File: src/pkg/mhp_pkg.sv
package mhp_pkg;

  // System clock and the line rates derived from it
  localparam int CLK_HZ = 200_000_000;
  localparam int BIT_RATE_HZ = 1200;
  localparam int BAUD_MULT = 16;

  // Half periods in system clock cycles, rounded down
  localparam int BIT_HALF_CYC = CLK_HZ / (2 * BIT_RATE_HZ);
  localparam int BAUD_HALF_CYC = CLK_HZ / (2 * BAUD_MULT * BIT_RATE_HZ);

  // Register width and select width
  localparam int REG_W = 8;
  localparam int SEL_W = 2;

  // Register indices as seen on the select lines
  localparam logic [1:0] REG_CTRL_FIRST = 2'h0;
  localparam logic [1:0] REG_CTRL_SECOND = 2'h1;
  localparam logic [1:0] REG_DETECT = 2'h2;
  localparam logic [1:0] REG_TONE = 2'h3;

  // Reset values
  localparam logic [7:0] REG_RESET = 8'h00;

  // Field positions
  localparam int CTL1_ASYNC_BIT = 5;
  localparam int CTL2_TXMODE_LSB = 0;
  localparam int CTL2_CLKOUT_BAUD_BIT = 7;

  // Transmit bit clock source
  typedef enum logic [1:0] {
    TXM_INTERNAL,
    TXM_EXTERNAL,
    TXM_SLAVE,
    TXM_SPARE
  } mhp_txmode_e;

  // Synchroniser bit layout
  localparam int SY_W = 20;
  localparam int SY_RST = 19;
  localparam int SY_SMODE = 18;
  localparam int SY_ALE = 17;
  localparam int SY_CS = 16;
  localparam int SY_RD = 15;
  localparam int SY_WR = 14;
  localparam int SY_BUS = 6;
  localparam int SY_SEL = 4;
  localparam int SY_SDI = 3;
  localparam int SY_EXT = 2;
  localparam int SY_TXD = 1;
  localparam int SY_BIAS = 0;
  // Idle-high pins start high so that no edge is seen at release
  localparam logic [19:0] SY_INIT = 20'h1c005;

endpackage : mhp_pkg

File: src/pkg/mhp_clk_if.sv
interface mhp_clk_if;
  logic enable;
  logic align;
  logic level;
  logic rise;
  logic fall;

  modport gen (
    input enable,
    input align,
    output level,
    output rise,
    output fall
  );

  modport ctl (
    output enable,
    output align,
    input level,
    input rise,
    input fall
  );
endinterface : mhp_clk_if

File: src/mhp_sync.sv
module mhp_sync #(
  parameter int WIDTH = 1,
  parameter logic [WIDTH-1:0] INIT = '0
) (
  input wire logic clk_sys, // System clock
  input wire logic reset_n, // Async reset, active low
  input wire logic [WIDTH-1:0] d, // Asynchronous inputs
  output logic [WIDTH-1:0] q // Synchronised outputs
);

  logic [WIDTH-1:0] meta_q;

  // Two flops; the first is read by the second only
  always_ff @(posedge clk_sys or negedge reset_n) begin
    if (!reset_n) begin
      meta_q <= INIT;
      q <= INIT;
    end else begin
      meta_q <= d;
      q <= meta_q;
    end
  end

endmodule : mhp_sync

File: src/mhp_bitclk.sv
module mhp_bitclk #(
  parameter int HALF_CYC = 2
) (
  input wire logic clk_sys, // System clock
  input wire logic reset_n, // Async reset, active low
  mhp_clk_if.gen ck // Generated clock and its edge pulses
);

  localparam int CNT_W = (HALF_CYC > 1) ? $clog2(HALF_CYC) : 1;

  logic [CNT_W-1:0] cnt_q;

  // Square wave; align forces the level high and restarts the count to lock phase to a reference
  always_ff @(posedge clk_sys or negedge reset_n) begin
    if (!reset_n) begin
      cnt_q <= '0;
      ck.level <= 1'b0;
      ck.rise <= 1'b0;
      ck.fall <= 1'b0;
    end else if (!ck.enable) begin
      cnt_q <= '0;
      ck.level <= 1'b0;
      ck.rise <= 1'b0;
      ck.fall <= ck.level;
    end else if (ck.align) begin
      cnt_q <= '0;
      ck.level <= 1'b1;
      ck.rise <= ~ck.level;
      ck.fall <= 1'b0;
    end else if (cnt_q == CNT_W'(HALF_CYC - 1)) begin
      cnt_q <= '0;
      ck.level <= ~ck.level;
      ck.rise <= ~ck.level;
      ck.fall <= ck.level;
    end else begin
      cnt_q <= cnt_q + CNT_W'(1);
      ck.rise <= 1'b0;
      ck.fall <= 1'b0;
    end
  end

endmodule : mhp_bitclk

File: src/mhp_top.sv
// Function
// - Latch register address at latch strobe fall
// - Latch chip select at latch strobe fall
// - Bus undriven unless chip select low
// - Read strobe and select drive addressed register
// - Store bus data at write strobe rise
// - Interrupt low on detect, released by read/reset
// - Reset pin clears registers, selects crystal clock
// - Clock output crystal or sixteen times bit rate
// - Serial bits move on clock falls, direction by read
// - Serial read shifts eight bits, low first
// - Serial write strobe rise stores shifted byte
// - External timing phase-locks transmit bit clock
// - Receive data changes on receive clock falls
// - Receive bit clock runs only with carrier
// - Transmit clock internal, external-locked or slave
// - Bias pin grounded selects power down
// - Four byte registers, detect register read-only
module mhp_top
  import mhp_pkg::*;
#(
  parameter int BIT_HALF = BIT_HALF_CYC,
  parameter int BAUD_HALF = BAUD_HALF_CYC
) (
  input wire logic clk_sys, // System clock, 200 MHz
  input wire logic reset_n, // Async reset, active low
  input wire logic device_reset, // Reset pin, active high
  input wire logic serial_mode, // High selects the serial command bus
  input wire logic ale, // Address latch strobe
  input wire logic cs_n, // Chip select, active low
  input wire logic rd_n, // Read strobe, active low
  input wire logic wr_n, // Write strobe, active low
  input wire logic [7:0] bus_in, // Multiplexed bus, input side
  output logic [7:0] bus_out, // Multiplexed bus, output side
  output logic bus_oe, // Multiplexed bus drive enable
  input wire logic [1:0] register_select, // Serial register select
  input wire logic ser_data_in, // Serial data pin, input side
  output logic ser_data_out, // Serial data pin, output side
  output logic ser_data_oe, // Serial data pin drive enable
  input wire logic external_timing_clock, // Serial clock and timing reference
  input wire logic [7:0] detect_in, // Detect events from modem core
  output logic int_n, // Interrupt, active low
  output logic clk_out, // Crystal or baud clock output
  input wire logic carrier_present, // Carrier detected by modem core
  input wire logic rx_bit_in, // Received bit from demodulator
  output logic receive_bit_clock, // Receive bit clock output
  output logic rx_data_out, // Received data output
  output logic rx_bit_taken, // Pulse: demodulator bit consumed
  input wire logic tx_data_in, // Transmit data from terminal
  output logic transmit_bit_clock, // Transmit bit clock output
  output logic tx_bit_out, // Transmit bit to modulator
  output logic tx_bit_valid, // Pulse: synchronous bit sampled
  input wire logic bias_current_set, // Bias pin level, low when grounded
  output logic power_down, // Power down request
  output logic [7:0] ctrl_first_out, // First control register
  output logic [7:0] ctrl_second_out, // Second control register
  output logic [7:0] tone_select_out // Tone selection register
);

  // Synchronised pins
  logic [SY_W-1:0] sy;
  logic [SY_W-1:0] sy_p_q;

  // Every host, serial, terminal and bias pin passes two flops; carrier_present, detect_in and rx_bit_in are read directly
  mhp_sync #(
    .WIDTH(SY_W),
    .INIT(SY_INIT)
  ) u_sync (
    .clk_sys(clk_sys),
    .reset_n(reset_n),
    .d({device_reset, serial_mode, ale, cs_n, rd_n, wr_n, bus_in, register_select,
        ser_data_in, external_timing_clock, tx_data_in, bias_current_set}),
    .q(sy)
  );

  // Previous synchronised values for edge detection
  always_ff @(posedge clk_sys or negedge reset_n) begin
    if (!reset_n) begin
      sy_p_q <= SY_INIT;
    end else begin
      sy_p_q <= sy;
    end
  end

  logic dev_rst;
  logic ser_md;
  logic [7:0] bus_s;
  logic [1:0] sel_s;
  logic ale_fall;
  logic rd_fall;
  logic rd_rise;
  logic wr_rise;
  logic ext_fall;
  logic ext_rise;

  assign dev_rst = sy[SY_RST];
  assign ser_md = sy[SY_SMODE];
  assign bus_s = sy[SY_BUS +: 8];
  assign sel_s = sy[SY_SEL +: 2];
  assign ale_fall = sy_p_q[SY_ALE] & ~sy[SY_ALE];
  assign rd_fall = sy_p_q[SY_RD] & ~sy[SY_RD];
  assign rd_rise = ~sy_p_q[SY_RD] & sy[SY_RD];
  assign wr_rise = ~sy_p_q[SY_WR] & sy[SY_WR];
  assign ext_fall = sy_p_q[SY_EXT] & ~sy[SY_EXT];
  assign ext_rise = ~sy_p_q[SY_EXT] & sy[SY_EXT];

  // Register file
  logic [7:0] cr_first_q;
  logic [7:0] cr_second_q;
  logic [7:0] tone_q;
  logic [7:0] det_q;

  function automatic logic [7:0] reg_mux(input logic [1:0] idx, input logic [7:0] c0,
                                         input logic [7:0] c1, input logic [7:0] dt,
                                         input logic [7:0] tn);
    logic [7:0] v;
    v = REG_RESET;
    if (idx == REG_CTRL_FIRST) begin
      v = c0;
    end else if (idx == REG_CTRL_SECOND) begin
      v = c1;
    end else if (idx == REG_DETECT) begin
      v = dt;
    end else begin
      v = tn;
    end
    return v;
  endfunction : reg_mux

  // Address and select latch, held for the access that follows
  logic [1:0] addr_q;
  logic cs_lat_q;

  always_ff @(posedge clk_sys or negedge reset_n) begin
    if (!reset_n) begin
      addr_q <= REG_CTRL_FIRST;
      cs_lat_q <= 1'b0;
    end else if (ale_fall) begin
      addr_q <= {bus_s[0], bus_s[1]};
      cs_lat_q <= ~sy[SY_CS];
    end
  end

  // Parallel read is live only while latched and present select are both low
  logic par_rd;
  logic par_sel;
  assign par_sel = ~ser_md & cs_lat_q & ~sy[SY_CS];
  assign par_rd = par_sel & ~sy[SY_RD];

  always_ff @(posedge clk_sys or negedge reset_n) begin
    if (!reset_n) begin
      bus_out <= 8'h00;
      bus_oe <= 1'b0;
    end else begin
      bus_oe <= par_rd;
      if (par_rd) begin
        bus_out <= reg_mux(addr_q, cr_first_q, cr_second_q, det_q, tone_q);
      end
    end
  end

  // Bus value while the write strobe is low; hold time is shorter than sync delay
  logic [7:0] par_data_q;

  always_ff @(posedge clk_sys or negedge reset_n) begin
    if (!reset_n) begin
      par_data_q <= 8'h00;
    end else if (!sy[SY_WR]) begin
      par_data_q <= bus_s;
    end
  end

  // Serial command bus shift registers
  logic [7:0] ser_out_sh_q;
  logic [7:0] ser_in_sh_q;

  always_ff @(posedge clk_sys or negedge reset_n) begin
    if (!reset_n) begin
      ser_out_sh_q <= 8'h00;
      ser_data_out <= 1'b0;
    end else if (ser_md && rd_fall) begin
      ser_out_sh_q <= reg_mux(sel_s, cr_first_q, cr_second_q, det_q, tone_q);
    end else if (ser_md && !sy[SY_RD] && ext_fall) begin
      ser_data_out <= ser_out_sh_q[0];
      ser_out_sh_q <= {1'b0, ser_out_sh_q[7:1]};
    end
  end

  // Read strobe low turns the data pin into an output
  always_ff @(posedge clk_sys or negedge reset_n) begin
    if (!reset_n) begin
      ser_data_oe <= 1'b0;
    end else begin
      ser_data_oe <= ser_md & ~sy[SY_RD];
    end
  end

  // Input shift, low bit first, while read strobe is high
  always_ff @(posedge clk_sys or negedge reset_n) begin
    if (!reset_n) begin
      ser_in_sh_q <= 8'h00;
    end else if (ser_md && sy[SY_RD] && ext_fall) begin
      ser_in_sh_q <= {sy[SY_SDI], ser_in_sh_q[7:1]};
    end
  end

  // Write request from either bus
  logic wr_go;
  logic [1:0] wr_idx;
  logic [7:0] wr_data;

  always_comb begin
    wr_go = 1'b0;
    wr_idx = addr_q;
    wr_data = par_data_q;
    if (ser_md) begin
      wr_go = wr_rise;
      wr_idx = sel_s;
      wr_data = ser_in_sh_q;
    end else begin
      wr_go = wr_rise & par_sel;
    end
  end

  // Writable registers; detect register ignores writes
  always_ff @(posedge clk_sys or negedge reset_n) begin
    if (!reset_n) begin
      cr_first_q <= REG_RESET;
      cr_second_q <= REG_RESET;
      tone_q <= REG_RESET;
    end else if (dev_rst) begin
      cr_first_q <= REG_RESET;
      cr_second_q <= REG_RESET;
      tone_q <= REG_RESET;
    end else if (wr_go) begin
      if (wr_idx == REG_CTRL_FIRST) begin
        cr_first_q <= wr_data;
      end else if (wr_idx == REG_CTRL_SECOND) begin
        cr_second_q <= wr_data;
      end else if (wr_idx == REG_TONE) begin
        tone_q <= wr_data;
      end
    end
  end

  // Track a read of the detect register; clear on the strobe's release
  logic rd_act;
  logic [1:0] rd_idx;
  logic rd_det_q;
  logic rd_clr;
  assign rd_act = ser_md ? ~sy[SY_RD] : par_rd;
  assign rd_idx = ser_md ? sel_s : addr_q;
  assign rd_clr = rd_rise & rd_det_q;

  always_ff @(posedge clk_sys or negedge reset_n) begin
    if (!reset_n) begin
      rd_det_q <= 1'b0;
    end else if (rd_rise) begin
      rd_det_q <= 1'b0;
    end else if (rd_act && rd_idx == REG_DETECT) begin
      rd_det_q <= 1'b1;
    end
  end

  // Sticky detect bits; a new event wins over the read clear
  always_ff @(posedge clk_sys or negedge reset_n) begin
    if (!reset_n) begin
      det_q <= REG_RESET;
    end else if (dev_rst) begin
      det_q <= REG_RESET;
    end else begin
      det_q <= (rd_clr ? REG_RESET : det_q) | detect_in;
    end
  end

  // Interrupt follows the sticky bits, one flop late
  always_ff @(posedge clk_sys or negedge reset_n) begin
    if (!reset_n) begin
      int_n <= 1'b1;
    end else begin
      int_n <= ~(|det_q) | dev_rst | rd_clr;
    end
  end

  // Clock generators
  mhp_clk_if tx_ck ();
  mhp_clk_if rx_ck ();
  mhp_clk_if baud_ck ();

  mhp_bitclk #(.HALF_CYC(BIT_HALF)) u_txgen (
    .clk_sys(clk_sys),
    .reset_n(reset_n),
    .ck(tx_ck)
  );

  mhp_bitclk #(.HALF_CYC(BIT_HALF)) u_rxgen (
    .clk_sys(clk_sys),
    .reset_n(reset_n),
    .ck(rx_ck)
  );

  mhp_bitclk #(.HALF_CYC(BAUD_HALF)) u_baudgen (
    .clk_sys(clk_sys),
    .reset_n(reset_n),
    .ck(baud_ck)
  );

  mhp_txmode_e tx_mode;
  logic sync_md;
  assign tx_mode = mhp_txmode_e'(cr_second_q[CTL2_TXMODE_LSB +: 2]);
  assign sync_md = ~cr_first_q[CTL1_ASYNC_BIT];

  // Transmit clock free-runs; in synchronous external mode, rises of the external clock re-phase it
  assign tx_ck.enable = 1'b1;
  assign tx_ck.align = sync_md & (tx_mode == TXM_EXTERNAL) & ext_rise;
  // Receive clock stops when the carrier drops
  assign rx_ck.enable = carrier_present & ~dev_rst;
  assign rx_ck.align = 1'b0;
  assign baud_ck.enable = 1'b1;
  assign baud_ck.align = 1'b0;

  // Slave mode borrows the receive clock for transmit timing
  logic tx_lvl;
  logic tx_rise;

  always_comb begin
    tx_lvl = tx_ck.level;
    tx_rise = tx_ck.rise;
    case (tx_mode)
      TXM_SLAVE: begin
        tx_lvl = rx_ck.level;
        tx_rise = rx_ck.rise;
      end
      default: begin
        tx_lvl = tx_ck.level;
        tx_rise = tx_ck.rise;
      end
    endcase
  end

  // Transmit clock pin and data sampling at its rising edge in synchronous mode; in asynchronous mode data follows the pin
  always_ff @(posedge clk_sys or negedge reset_n) begin
    if (!reset_n) begin
      transmit_bit_clock <= 1'b0;
      tx_bit_out <= 1'b1;
      tx_bit_valid <= 1'b0;
    end else begin
      transmit_bit_clock <= tx_lvl;
      tx_bit_valid <= sync_md & tx_rise;
      if (!sync_md) begin
        tx_bit_out <= sy[SY_TXD];
      end else if (tx_rise) begin
        tx_bit_out <= sy[SY_TXD];
      end
    end
  end

  // Receive data moves with the receive clock's fall, valid at its rise
  always_ff @(posedge clk_sys or negedge reset_n) begin
    if (!reset_n) begin
      receive_bit_clock <= 1'b0;
      rx_data_out <= 1'b1;
      rx_bit_taken <= 1'b0;
    end else begin
      receive_bit_clock <= rx_ck.level;
      rx_bit_taken <= rx_ck.fall;
      if (rx_ck.fall) begin
        rx_data_out <= rx_bit_in;
      end
    end
  end

  // Crystal path is half the system clock, the fastest a flop can carry
  logic xtal_q;

  always_ff @(posedge clk_sys or negedge reset_n) begin
    if (!reset_n) begin
      xtal_q <= 1'b0;
      clk_out <= 1'b0;
    end else begin
      xtal_q <= ~xtal_q;
      clk_out <= cr_second_q[CTL2_CLKOUT_BAUD_BIT] ? baud_ck.level : xtal_q;
    end
  end

  // Power down and register copies for the modem core
  always_ff @(posedge clk_sys or negedge reset_n) begin
    if (!reset_n) begin
      power_down <= 1'b0;
      ctrl_first_out <= REG_RESET;
      ctrl_second_out <= REG_RESET;
      tone_select_out <= REG_RESET;
    end else begin
      power_down <= ~sy[SY_BIAS];
      ctrl_first_out <= cr_first_q;
      ctrl_second_out <= cr_second_q;
      tone_select_out <= tone_q;
    end
  end

endmodule : mhp_top

File: config.mk
export PLATFORM = sky130hd
export DESIGN_NAME = mhp_top
export DESIGN_NICKNAME = d
export VERILOG_FILES = /design/src/pkg/mhp_pkg.sv /design/src/pkg/mhp_clk_if.sv /design/src/mhp_sync.sv /design/src/mhp_bitclk.sv /design/src/mhp_top.sv
export SDC_FILE = /design/constraint.sdc
export NUM_CORES = 1
export LEC_CHECK = 0
export ABC_AREA = 1
export BUFFER_PORTS_ARGS = -buffer_cell sky130_fd_sc_hd__buf_2
export CORE_MARGIN = 1
export CORE_UTILIZATION = 63
export DETAILED_ROUTE_END_ITERATION = 10
export HOLD_SLACK_MARGIN = 0.03
export PLACE_DENSITY_LB_ADDON = 0.05
export SYNTH_ARGS = -nofsm -noshare
export SYNTH_HDL_FRONTEND = slang
export SYNTH_SLANG_ARGS = --single-unit
File: constraint.sdc
create_clock -name clk_sys -period 3.6 [get_ports clk_sys]
set_input_delay 0.72 -clock clk_sys [delete_from_list [all_inputs] [get_ports clk_sys]]
set_output_delay 0.72 -clock clk_sys [all_outputs]
set_load 0.01 [all_outputs]
## Yosys cells after proc, flatten, opt, wreduce, memory -nomap -nowiden

Cells that the tools add are included.

- Latch bits: 0
- Output and inout bits: 44
- Bits in read-only memories: 0
- Bits in writable memories: 0
- Memories kept: 0
- Logic and storage cells: 164
- Register bits after elaboration: 216

- Bitwise gates (word level): 36
- Div/mod/pow operators: 0
- Reductions and logical operators: 23
- Multiplexer cells: 48
- Shift-type cells: 0
- Equality and inequality tests: 15
- Magnitude comparators: 0
- Multipliers: 0
- Add/sub/neg operators: 3

Operators with widths:

| cell | count |
|---|---|
| $mux 8 | 23 |
| $mux 17 | 4 |
| $add 17x1->17 const B | 2 |
| $eq 17x17->1 const B | 2 |
| $mux 1 | 19 |
| $not 1->1 | 17 |
| $and 1x1->1 | 16 |
| $reduce_bool 2->1 | 8 |
| $add 13x1->13 const B | 1 |
| $eq 13x13->1 const B | 1 |
| $mux 13 | 1 |
| $eq 2x2->1 const B | 5 |
| $eq 2x1->1 const B | 4 |
| $or 8x8->8 | 1 |
| $reduce_or 8->1 | 1 |
| $logic_and 1x1->1 | 6 |
| $logic_not 2->1 | 3 |
| $ne 2x1->1 const B | 2 |
| $reduce_and 2->1 | 2 |
| $reduce_and 4->1 | 1 |
| $reduce_and 3->1 | 1 |
| $mux 2 | 1 |
| $ne 2x2->1 const B | 1 |
| $or 1x1->1 | 2 |
| $logic_not 1->1 | 1 |

## Depth between registers and ports, before layout

Gate-level depths: netlist of the first run.

- Depth in word-level cells: 8
- Depth in mapped cells: 10
- Mapped depth without buffers: 9

## Cells and area by module

From an unflattened synthesis of the first run, not the netlist that was laid out.

- Cell total of the unflattened synthesis: 982
- Area, all modules: 8997.4 um^2

Modules (own cells, without submodules):

| module | instances | cells an instance | area each (um^2) |
|---|---|---|---|
| mhp_top | 1 | 536 | 4719.5 |
| mhp_bitclk at u_rxgen ... | 2 | 149 | 1214.9 |
| mhp_sync | 1 | 40 | 1013.5 |
| mhp_bitclk at u_baudgen | 1 | 108 | 834.6 |

## Worst setup path after synthesis of the first run

Ideal clock, no wire load.

- Path type: flip-flop to flip-flop
- From: register u_sync.q[14]
- To: register cr_second_q[4]
- Path slack: 2.200 ns
- Arrival time: 1.326 ns
- Required time: 3.526 ns
- Cell stages (with the launch flop): 10
- Path buffers: 1
- Setup time: 0.074 ns
- Period minus slack after synthesis: 1.400 ns
- Path through: dfstp_2 inv_1 nor2_1 nand2_2 inv_2 nand2_2 nand2_2 buf_6 nand2_1 o21ai_2

- Longest elaborated chain between the ends: 5

RTL lines:

| what | line | RTL |
|---|---|---|
| from (decl) | mhp_sync.sv:8 | `output logic [WIDTH-1:0] q` |
| from (signal assigned) | mhp_sync.sv:20 | `q <= meta_q;` |
| $and 1x1->1 * | mhp_top.sv:103 | `assign wr_rise = ~sy_p_q[SY_WR] & sy[SY_WR];` |
| $and 1x1->1 | mhp_top.sv:221 | `wr_go = wr_rise & par_sel;` |
| $mux 1 * | mhp_top.sv:216 | `if (ser_md) begin` |
| $reduce_bool 2->1 (no source line) * | n/a |  |
| $reduce_and 3->1 (no source line) * | n/a |  |
| to (signal assigned) | mhp_top.sv:239 | `cr_second_q <= wr_data;` |
| to (decl) | mhp_top.sv:109 | `logic [7:0] cr_second_q;` |

Every way passes the cells marked *; elsewhere a longest branch is shown, timed or not.
A chain may end at the register's enable or synchronous reset.

## Worst setup path in the final report of the first run

- From: register u_sync.q[18]
- To: register bus_out[1]

- Longest elaborated chain between the ends: 4

RTL lines:

| what | line | RTL |
|---|---|---|
| $not 1->1 | mhp_top.sv:147 | `assign par_sel = ~ser_md & cs_lat_q & ~sy[SY_CS];` |
| $and 1x1->1 (2 in a row) | mhp_top.sv:147 |  |
| $and 1x1->1 | mhp_top.sv:148 | `assign par_rd = par_sel & ~sy[SY_RD];` |
| net par_rd | mhp_top.sv:145 | `logic par_rd;` |
| to (signal assigned) | mhp_top.sv:157 | `bus_out <= reg_mux(addr_q, cr_first_q, cr_second_q, det_q, tone_q);` |
| to (decl) | mhp_top.sv:34 | `output logic [7:0] bus_out,` |

The timed path passes the listed nets, and every way through them passes these cells.

==> run_summary.xml, run 1 <==
<?xml version="1.0" encoding="UTF-8"?>
<metrics>
  <group name="clock_tree">
    <metric name="post_cts_hold_buffer_count" unit="">0</metric>
    <metric name="cts_setup_buffers" unit="">0</metric>
    <metric name="clock-root-buffer" unit="">sky130_fd_sc_hd__clkbuf_16</metric>
    <metric name="post_cts_resize_count" unit="">0</metric>
    <metric name="cts-root-to-sink-buffers" unit="">3</metric>
    <metric name="htree_levels" unit="">1</metric>
    <metric name="clock_insertion_delay_worst_skew" unit="ns">0.49</metric>
    <metric name="clkTransAtPathRegs" unit="ns">0.06</metric>
    <metric name="cts.sinks" unit="">202</metric>
    <metric name="cts-buffers-inserted" unit="">21</metric>
    <metric name="tritoncts" unit="">yes</metric>
  </group>
  <group name="floorplan">
    <metric name="rows" unit="">42</metric>
    <metric name="die_height" unit="µm">118.7</metric>
    <metric name="starting_utilization_of_the_core_area" unit="%">64.80</metric>
    <metric name="die_w" unit="µm">118.7</metric>
    <metric name="die_area" unit="µm²">14090</metric>
    <metric name="core" unit="µm²">13240</metric>
    <metric name="i_o_pin_count" unit="">76</metric>
  </group>
  <group name="setup_path">
    <metric name="critPathMaxFanout" unit="">21</metric>
    <metric name="worstRegToRegCells" unit="">5</metric>
    <metric name="cp.arrival" unit="ns">2.27</metric>
    <metric name="reg2reg_setup_slack" unit="ns">1.70</metric>
    <metric name="crit_slowest_cell" unit="">sky130_fd_sc_hd__dfrtp_1</metric>
    <metric name="capturing_element_type_of_the_critical_path" unit="">flop</metric>
    <metric name="critical_path.reg2reg.endpoint" unit="">bus_out[1]</metric>
    <metric name="cp_cell_sequence" unit="">inv_2 &gt; nand4_2 &gt; clkinv_1 &gt; nor2_1 &gt; a21oi_1</metric>
    <metric name="worstSetupStartpointType" unit="">flop</metric>
    <metric name="crit_type" unit="">reg2reg</metric>
    <metric name="cp_data_required_time" unit="ns">3.97</metric>
    <metric name="regToRegStartpoint" unit="">u_sync.q[18]</metric>
    <metric name="cp_slowest_stage_delay" unit="ns">0.78</metric>
  </group>
  <group name="sta">
    <metric name="finalHoldViolCount" unit="">0</metric>
    <metric name="max-slew-margin-rel" unit="%">54.39</metric>
    <metric name="fin_setup_tns" unit="ns">0</metric>
    <metric name="max_slew.worst_pin.slew" unit="ns">0.6841</metric>
    <metric name="final_min_period_over_clock_period" unit="%">52.69</metric>
    <metric name="clock_skew" unit="ns">0.007058</metric>
    <metric name="rsz0062_at_grt" unit="">no</metric>
    <metric name="clock.fmax" unit="MHz">527.2</metric>
    <metric name="drv_slew" unit="">0</metric>
    <metric name="setup_violations" unit="">0</metric>
    <metric name="period_needed" unit="ns">1.897</metric>
  </group>
  <group name="power_and_ir_drop">
    <metric name="p_clk_share" unit="%">38.1</metric>
    <metric name="cellInternalPower" unit="mW">3.950</metric>
    <metric name="vdd.ir_drop.worst" unit="mV">0.5002</metric>
    <metric name="seq_power_share" unit="%">49.6</metric>
    <metric name="leak_pwr" unit="nW">4.864</metric>
    <metric name="design_power_total" unit="mW">5.398</metric>
    <metric name="net-switching-power" unit="mW">1.447</metric>
    <metric name="switching_share" unit="%">26.82</metric>
    <metric name="cellPowerDensity" unit="nW/µm²">549.3</metric>
    <metric name="portion_of_total_power_attributed_to_combinational_logic" unit="%">12.4</metric>
  </group>
  <group name="synth">
    <metric name="yosysTopAreaCellShare" unit="%">54.24</metric>
    <metric name="yosys-top-cells-area" unit="">sky130_fd_sc_hd__dfrtp_1 54%, sky130_fd_sc_hd__nand2_1 11%, sky130_fd_sc_hd__nor2_1 5.9%</metric>
    <metric name="post-synth-top-count-cell" unit="">sky130_fd_sc_hd__nand2_1</metric>
    <metric name="synth_area_leader_cell" unit="">sky130_fd_sc_hd__dfrtp_1</metric>
    <metric name="async_flop_share" unit="%">100.0</metric>
    <metric name="netlist_area" unit="µm²">8581</metric>
    <metric name="synth_sequential_area_ratio" unit="%">59.14</metric>
    <metric name="synthCells" unit="">972</metric>
    <metric name="most_used_flip_flop_cell_after_synthesis" unit="">sky130_fd_sc_hd__dfrtp_1</metric>
    <metric name="synth.yosys.warnings" unit="">0</metric>
    <metric name="synth.net_count" unit="">1009</metric>
    <metric name="synth_edf_count" unit="">0</metric>
    <metric name="post_synth_num_cell_types" unit="">32</metric>
    <metric name="yosys_register_bits" unit="">202</metric>
    <metric name="avgSynthCellArea" unit="µm²">8.828</metric>
    <metric name="ys_top_cells_by_count" unit="">248 x sky130_fd_sc_hd__nand2_1, 186 x sky130_fd_sc_hd__dfrtp_1, 136 x sky130_fd_sc_hd__nor2_1</metric>
  </group>
  <group name="grt">
    <metric name="grt_antenna_before_repair" unit="">0</metric>
    <metric name="gr-total-overflow" unit="">0</metric>
    <metric name="grt_pass1_wl" unit="µm">31440</metric>
    <metric name="first_global_vias" unit="">6491</metric>
    <metric name="grt_use_total" unit="%">28.28</metric>
    <metric name="maximum_number_of_pins_on_one_net_before_global_route_repair" unit="">85</metric>
  </group>
  <group name="routing">
    <metric name="route.vias.total" unit="">6596</metric>
    <metric name="routed_wl" unit="µm">18620</metric>
    <metric name="met2RoutedLength" unit="µm">8880</metric>
    <metric name="wl_per_cell" unit="µm">14.87</metric>
    <metric name="first_pass_iters" unit="">7</metric>
    <metric name="detailroute.wirelength.met3" unit="µm">1100</metric>
    <metric name="routed.top_layer" unit="">met4</metric>
    <metric name="met1_length" unit="µm">8001</metric>
    <metric name="via_per_inst" unit="">5.268</metric>
    <metric name="antenna_violating_nets_post_route" unit="">0</metric>
    <metric name="drc" unit="">0</metric>
    <metric name="number_of_drc_violations_after_detailed_routing_iteration_0" unit="">580</metric>
  </group>
  <group name="place">
    <metric name="numPortBuffers" unit="">75</metric>
    <metric name="dpl.hpwl" unit="µm">13130</metric>
    <metric name="gpl.final_weighted_congestion" unit="">0.8977</metric>
  </group>
  <group name="hold_path">
    <metric name="worstHoldPathType" unit="">in2async</metric>
  </group>
  <group name="cells_and_area">
    <metric name="layout-area-overhead-vs-synth" unit="%">14.52</metric>
    <metric name="diodes" unit="">0</metric>
    <metric name="nets" unit="">1101</metric>
    <metric name="layout-drive-gt1-share" unit="%">15.89</metric>
  </group>
  <group name="status">
    <metric name="run_status" unit="">finished, final reports clean</metric>
  </group>
  <group name="run">
    <metric name="max_cap_violations" unit="">0</metric>
  </group>
</metrics>
[through the flow]
step | hold slack, ns | util (%) | instance area (µm²) | instances | setup WS, ns
global route | 0.3038 | 74.21 | 9827 | 1252 | 1.554
finish | 0.2643 | 74.21 | 9827 | 1252 | 1.703
floorplan | 0.3312 | - | 8581 | 972 | 2.200
global placement | 0.3313 | 69.27 | 9174 | 1217 | 1.830
CTS | 0.2898 | 74.21 | 9827 | 1252 | 1.708
detailed placement | 0.3347 | 69.27 | 9174 | 1217 | 1.761
[sequential cells by signal (all words and copies together) (netlist names), 13 cells and up]
signal,count
u_sync.meta_q,20
u_sync.q,20
u_rxgen.cnt_q,17
u_txgen.cnt_q,17
u_baudgen.cnt_q,13
[power by group through the flow]
stage / clock [mW] / sequential [mW] / combinational, mW
2_1_floorplan: 0 / 2.69 / 0.395
3_3_place_gp: 0 / 2.70 / 0.643
3_5_place_dp: 0 / 2.71 / 0.660
4_1_cts: 2.09 / 2.67 / 0.671
5_1_grt: 2.19 / 2.70 / 0.755
6_report: 2.05 / 2.68 / 0.667
[per-layer routing]
metal | vias to the layer above | GRT usage [%]
li1 | 3246 | -
met1 | 3070 | 38.71
met2 | 230 | 45.61
met3 | 50 | 4.537
met4 | 0 | 11.23
met5 | - | 0
[final cells by class]
class,instances,area (µm²)
fillers,1000,3416
inverters,121,455.4
multi-input cells,639,2984
repair buffers,79,439.2
clock buffers,29,585.6
flip-flops and latches,202,5075
clock inverters,6,67.56
well taps,176,220.2
[cell usage in the layout (no fill, tap or decap), types with 16 or more instances in the layout]
cell type and instances:
sky130_fd_sc_hd__o21ai_2 16, sky130_fd_sc_hd__dfrtp_1 186, sky130_fd_sc_hd__a21oi_1 41, sky130_fd_sc_hd__inv_1 113, sky130_fd_sc_hd__buf_2 74, sky130_fd_sc_hd__nor2_1 136
sky130_fd_sc_hd__dfstp_2 16, sky130_fd_sc_hd__nand2_1 248, sky130_fd_sc_hd__xor2_1 16, sky130_fd_sc_hd__clkbuf_16 21, sky130_fd_sc_hd__nand3_1 66, sky130_fd_sc_hd__o21ai_0 55
[logic make-up after synthesis]
kind of cell / synth area share, %
flops: 59.14
buf+inv: 6.080
xor+xnor: 2.041
mux: 0.2624
fa+ha+maj: 0.7291
simple gates: 23.80
compound gates: 7.947
[worst max-delay path by stage]
stage,start,to,slack [ns]
2_1_floorplan,u_sync.q[14],cr_second_q[4],2.20
3_3_place_gp,u_sync.q[18],cr_second_q[1],1.83
3_5_place_dp,u_sync.q[18],cr_second_q[1],1.76
4_1_cts,rx_data_out,rx_data_out,1.71
5_1_grt,u_sync.q[18],bus_out[1],1.55
6_report,u_sync.q[18],bus_out[1],1.70
[worst max-delay path: cells and delay by family (launching register included)]
kind,cells,cell delay (ns)
AO/OA/AOI/OAI,1,0.06
buffers and inverters,2,0.45
flip-flops,1,0.78
AND/OR/NAND/NOR,2,0.48
Note: power is estimated with default switching activity, not from simulation.
==> run 2, diff against run 1 <==
--- a/config.mk
+++ b/config.mk
@@ -8,7 +8,7 @@
 export ABC_AREA = 1
 export BUFFER_PORTS_ARGS = -buffer_cell sky130_fd_sc_hd__buf_2
 export CORE_MARGIN = 1
-export CORE_UTILIZATION = 63
+export CORE_UTILIZATION = 59
 export DETAILED_ROUTE_END_ITERATION = 10
 export HOLD_SLACK_MARGIN = 0.03
 export PLACE_DENSITY_LB_ADDON = 0.05
==> constraint.sdc (replaced) <==
create_clock -name clk_sys -period 1.8 [get_ports clk_sys]
set_input_delay 0.36 -clock clk_sys [delete_from_list [all_inputs] [get_ports clk_sys]]
set_output_delay 0.36 -clock clk_sys [all_outputs]
set_load 0.01 [all_outputs]
==> run_summary.xml, run 2 (synthesis gave the netlist of run 1 again) <==
<?xml version="1.0" encoding="UTF-8"?>
<metrics>
  <group name="setup_path">
    <metric name="crit_type" unit="">reg2reg</metric>
    <metric name="cp_slowest_stage_delay" unit="ns">0.42</metric>
    <metric name="critPathMaxFanout" unit="">7</metric>
    <metric name="critical_path.reg2reg.endpoint" unit="">u_baudgen.ck.level</metric>
    <metric name="cp_cell_sequence" unit="">ha_1 &gt; nand2_1 &gt; nor3_1 &gt; nand3_1 &gt; xnor2_1</metric>
    <metric name="critPathLaunch" unit="">u_baudgen.cnt_q[0]</metric>
    <metric name="reg2reg_setup_slack" unit="ns">0.13</metric>
    <metric name="worstRegToRegCells" unit="">5</metric>
    <metric name="capturing_element_type_of_the_critical_path" unit="">flop</metric>
    <metric name="cp_data_required_time" unit="ns">2.16</metric>
    <metric name="setup.worst_path.end" unit="">u_baudgen.ck.level</metric>
    <metric name="regToRegStartpoint" unit="">u_baudgen.cnt_q[0]</metric>
    <metric name="worstSetupStartpointType" unit="">flop</metric>
    <metric name="cp.arrival" unit="ns">2.04</metric>
    <metric name="crit_slowest_cell" unit="">sky130_fd_sc_hd__dfrtp_1</metric>
  </group>
  <group name="cells_and_area">
    <metric name="layout-drive-gt1-share" unit="%">16.91</metric>
    <metric name="layout.cells.most_common" unit="">sky130_fd_sc_hd__nand2_1</metric>
    <metric name="largest_registers" unit="">u_sync.meta_q: 20 flops, u_sync.q: 20 flops</metric>
    <metric name="layout-area-overhead-vs-synth" unit="%">18.58</metric>
    <metric name="fin_area" unit="µm²">10170</metric>
    <metric name="nets" unit="">1136</metric>
    <metric name="diodes" unit="">0</metric>
    <metric name="layoutNonFillerInstCount" unit="">1292</metric>
    <metric name="layout_common_cells" unit="">248 x sky130_fd_sc_hd__nand2_1, 185 x sky130_fd_sc_hd__dfrtp_1, 135 x sky130_fd_sc_hd__nor2_1, 113 x sky130_fd_sc_hd__inv_1, 74 x sky130_fd_sc_hd__buf_2</metric>
  </group>
  <group name="clock_tree">
    <metric name="clock_insertion_delay_worst_skew" unit="ns">0.49</metric>
    <metric name="tritoncts" unit="">yes</metric>
    <metric name="clkTransAtPathRegs" unit="ns">0.06</metric>
    <metric name="htree_levels" unit="">1</metric>
    <metric name="clock-root-buffer" unit="">sky130_fd_sc_hd__clkbuf_16</metric>
    <metric name="cts-buffers-inserted" unit="">21</metric>
    <metric name="cts_setup_buffers" unit="">0</metric>
    <metric name="cts.sinks" unit="">202</metric>
    <metric name="cts-root-to-sink-buffers" unit="">3</metric>
  </group>
  <group name="power_and_ir_drop">
    <metric name="leak_pwr" unit="nW">5.033</metric>
    <metric name="switching_share" unit="%">26.00</metric>
    <metric name="seq_power_share" unit="%">49.2</metric>
    <metric name="cellInternalPower" unit="mW">8.000</metric>
    <metric name="p_clk_share" unit="%">38.0</metric>
    <metric name="net-switching-power" unit="mW">2.811</metric>
    <metric name="vdd.ir_drop.worst" unit="mV">0.8889</metric>
    <metric name="design_power_total" unit="mW">10.81</metric>
    <metric name="portion_of_total_power_attributed_to_combinational_logic" unit="%">12.9</metric>
    <metric name="cellPowerDensity" unit="nW/µm²">1063</metric>
  </group>
  <group name="floorplan">
    <metric name="i_o_pin_count" unit="">76</metric>
    <metric name="rows" unit="">43</metric>
    <metric name="die_area" unit="µm²">15030</metric>
    <metric name="die_w" unit="µm">122.6</metric>
    <metric name="starting_utilization_of_the_core_area" unit="%">61.11</metric>
    <metric name="core" unit="µm²">14040</metric>
    <metric name="die_height" unit="µm">122.6</metric>
  </group>
  <group name="sta">
    <metric name="max-slew-margin-rel" unit="%">61.93</metric>
    <metric name="fin_ws" unit="ns">0.1258</metric>
    <metric name="period_needed" unit="ns">1.674</metric>
    <metric name="rsz0062_at_grt" unit="">no</metric>
    <metric name="finalHoldViolCount" unit="">0</metric>
    <metric name="fin_setup_tns" unit="ns">0</metric>
    <metric name="clock_skew" unit="ns">0.01523</metric>
    <metric name="drv_slew" unit="">0</metric>
    <metric name="clock.fmax" unit="MHz">597.3</metric>
    <metric name="max_slew.worst_pin.slew" unit="ns">0.5689</metric>
    <metric name="setup_violations" unit="">0</metric>
    <metric name="final_min_period_over_clock_period" unit="%">93.01</metric>
  </group>
  <group name="routing">
    <metric name="via_per_inst" unit="">5.139</metric>
    <metric name="first_pass_iters" unit="">5</metric>
    <metric name="wl_per_cell" unit="µm">14.04</metric>
    <metric name="number_of_drc_violations_after_detailed_routing_iteration_0" unit="">504</metric>
    <metric name="routed_wl" unit="µm">18140</metric>
    <metric name="antenna_violating_nets_post_route" unit="">0</metric>
    <metric name="route.vias.total" unit="">6639</metric>
    <metric name="drc" unit="">0</metric>
  </group>
  <group name="status">
    <metric name="run_status" unit="">finished, final reports clean</metric>
  </group>
  <group name="place">
    <metric name="numPortBuffers" unit="">75</metric>
    <metric name="placed_cells" unit="">1235</metric>
    <metric name="dpl.hpwl" unit="µm">12990</metric>
    <metric name="preCtsSetupSlack" unit="ns">0.2002</metric>
    <metric name="gpl.final_weighted_congestion" unit="">0.8867</metric>
    <metric name="placed_cell_area" unit="µm²">9296</metric>
  </group>
  <group name="run">
    <metric name="max_cap_violations" unit="">0</metric>
  </group>
  <group name="grt">
    <metric name="grt_use_total" unit="%">25.63</metric>
    <metric name="grt_pass1_wl" unit="µm">29950</metric>
    <metric name="grt_antenna_before_repair" unit="">0</metric>
    <metric name="gr-total-overflow" unit="">0</metric>
    <metric name="first_global_vias" unit="">6286</metric>
    <metric name="maximum_number_of_pins_on_one_net_before_global_route_repair" unit="">61</metric>
  </group>
  <group name="hold_path">
    <metric name="worstHoldPathType" unit="">in2reg</metric>
  </group>
</metrics>
run 2: changes by cell type in the layout (fill, tap and decap cells not counted), sizes merged:
cell         before  now
clkbuf           30   31
buf              78   92
clkinvlp          2    1
dlygate4sd3       0   21
clkinv            4    5
run 2: final cells by class:
type	instances	area, µm²
Fill cell	1056	3867
Sequential cell	202	5076
Inverter	121	455.4
Multi-Input combinational cell	639	2987
Clock buffer	30	599.3
Timing Repair Buffer	114	767.0
Tap cell	180	225.2
Clock inverter	6	65.06
run 2: per-stage QoR:
stage	util, %	hold WS, ns
2_1_floorplan	-	0.06441
3_3_place_gp	66.20	0.3316
3_5_place_dp	66.20	0.3347
4_1_cts	72.43	0.07142
5_1_grt	72.46	0.08364
6_report	72.46	0.08205
run 2: critical path: cells and delay by family (launching register included):
kind / cells / cell delay, ns
and+or+nand+nor: 3 / 0.65
DFF: 1 / 0.42
adders and majority gates: 1 / 0.26
xor gates and xnor gates: 1 / 0.21
run 2: power by group through the flow:
| stage | logic [mW] | registers [mW] | clock network (mW) |
|---|---|---|---|
| 2_1_floorplan | 0.791 | 5.39 | 0 |
| 3_3_place_gp | 1.34 | 5.38 | 0 |
| 3_5_place_dp | 1.36 | 5.39 | 0 |
| 4_1_cts | 1.41 | 5.32 | 4.21 |
| 5_1_grt | 1.59 | 5.38 | 4.40 |
| 6_report | 1.39 | 5.32 | 4.10 |
run 2: how the worst min path moves through the flow:
stage                         to         startpoint  slack (ns)  depth (start not counted)
finish                  det_q[5]       detect_in[5]        0.08                          3
global route            det_q[5]       detect_in[5]        0.08                          3
CTS                     det_q[5]       detect_in[5]        0.07                          3
detailed placement  u_sync.q[10]  u_sync.meta_q[10]        0.33                          0
global placement     u_sync.q[7]   u_sync.meta_q[7]        0.33                          0
floorplan              addr_q[0]            reset_n        0.06                          0
run 2: what timing repair did:
action / CTS / global route
endpoints found under the hold margin: 68 / 0
setup endpoints to repair: 0 / 4
gates resized for setup: 0 / 2
hold buffers: 21 / 0
run 2: per-layer routing:
layer | global-route usage [%] | vias to the layer above | share of wire (%)
met5 | 0 | - | 0
met4 | 8.003 | 0 | 2.8
met3 | 4.414 | 43 | 5.6
met2 | 40.98 | 189 | 46
met1 | 35.90 | 3094 | 45
li1 | - | 3313 | -
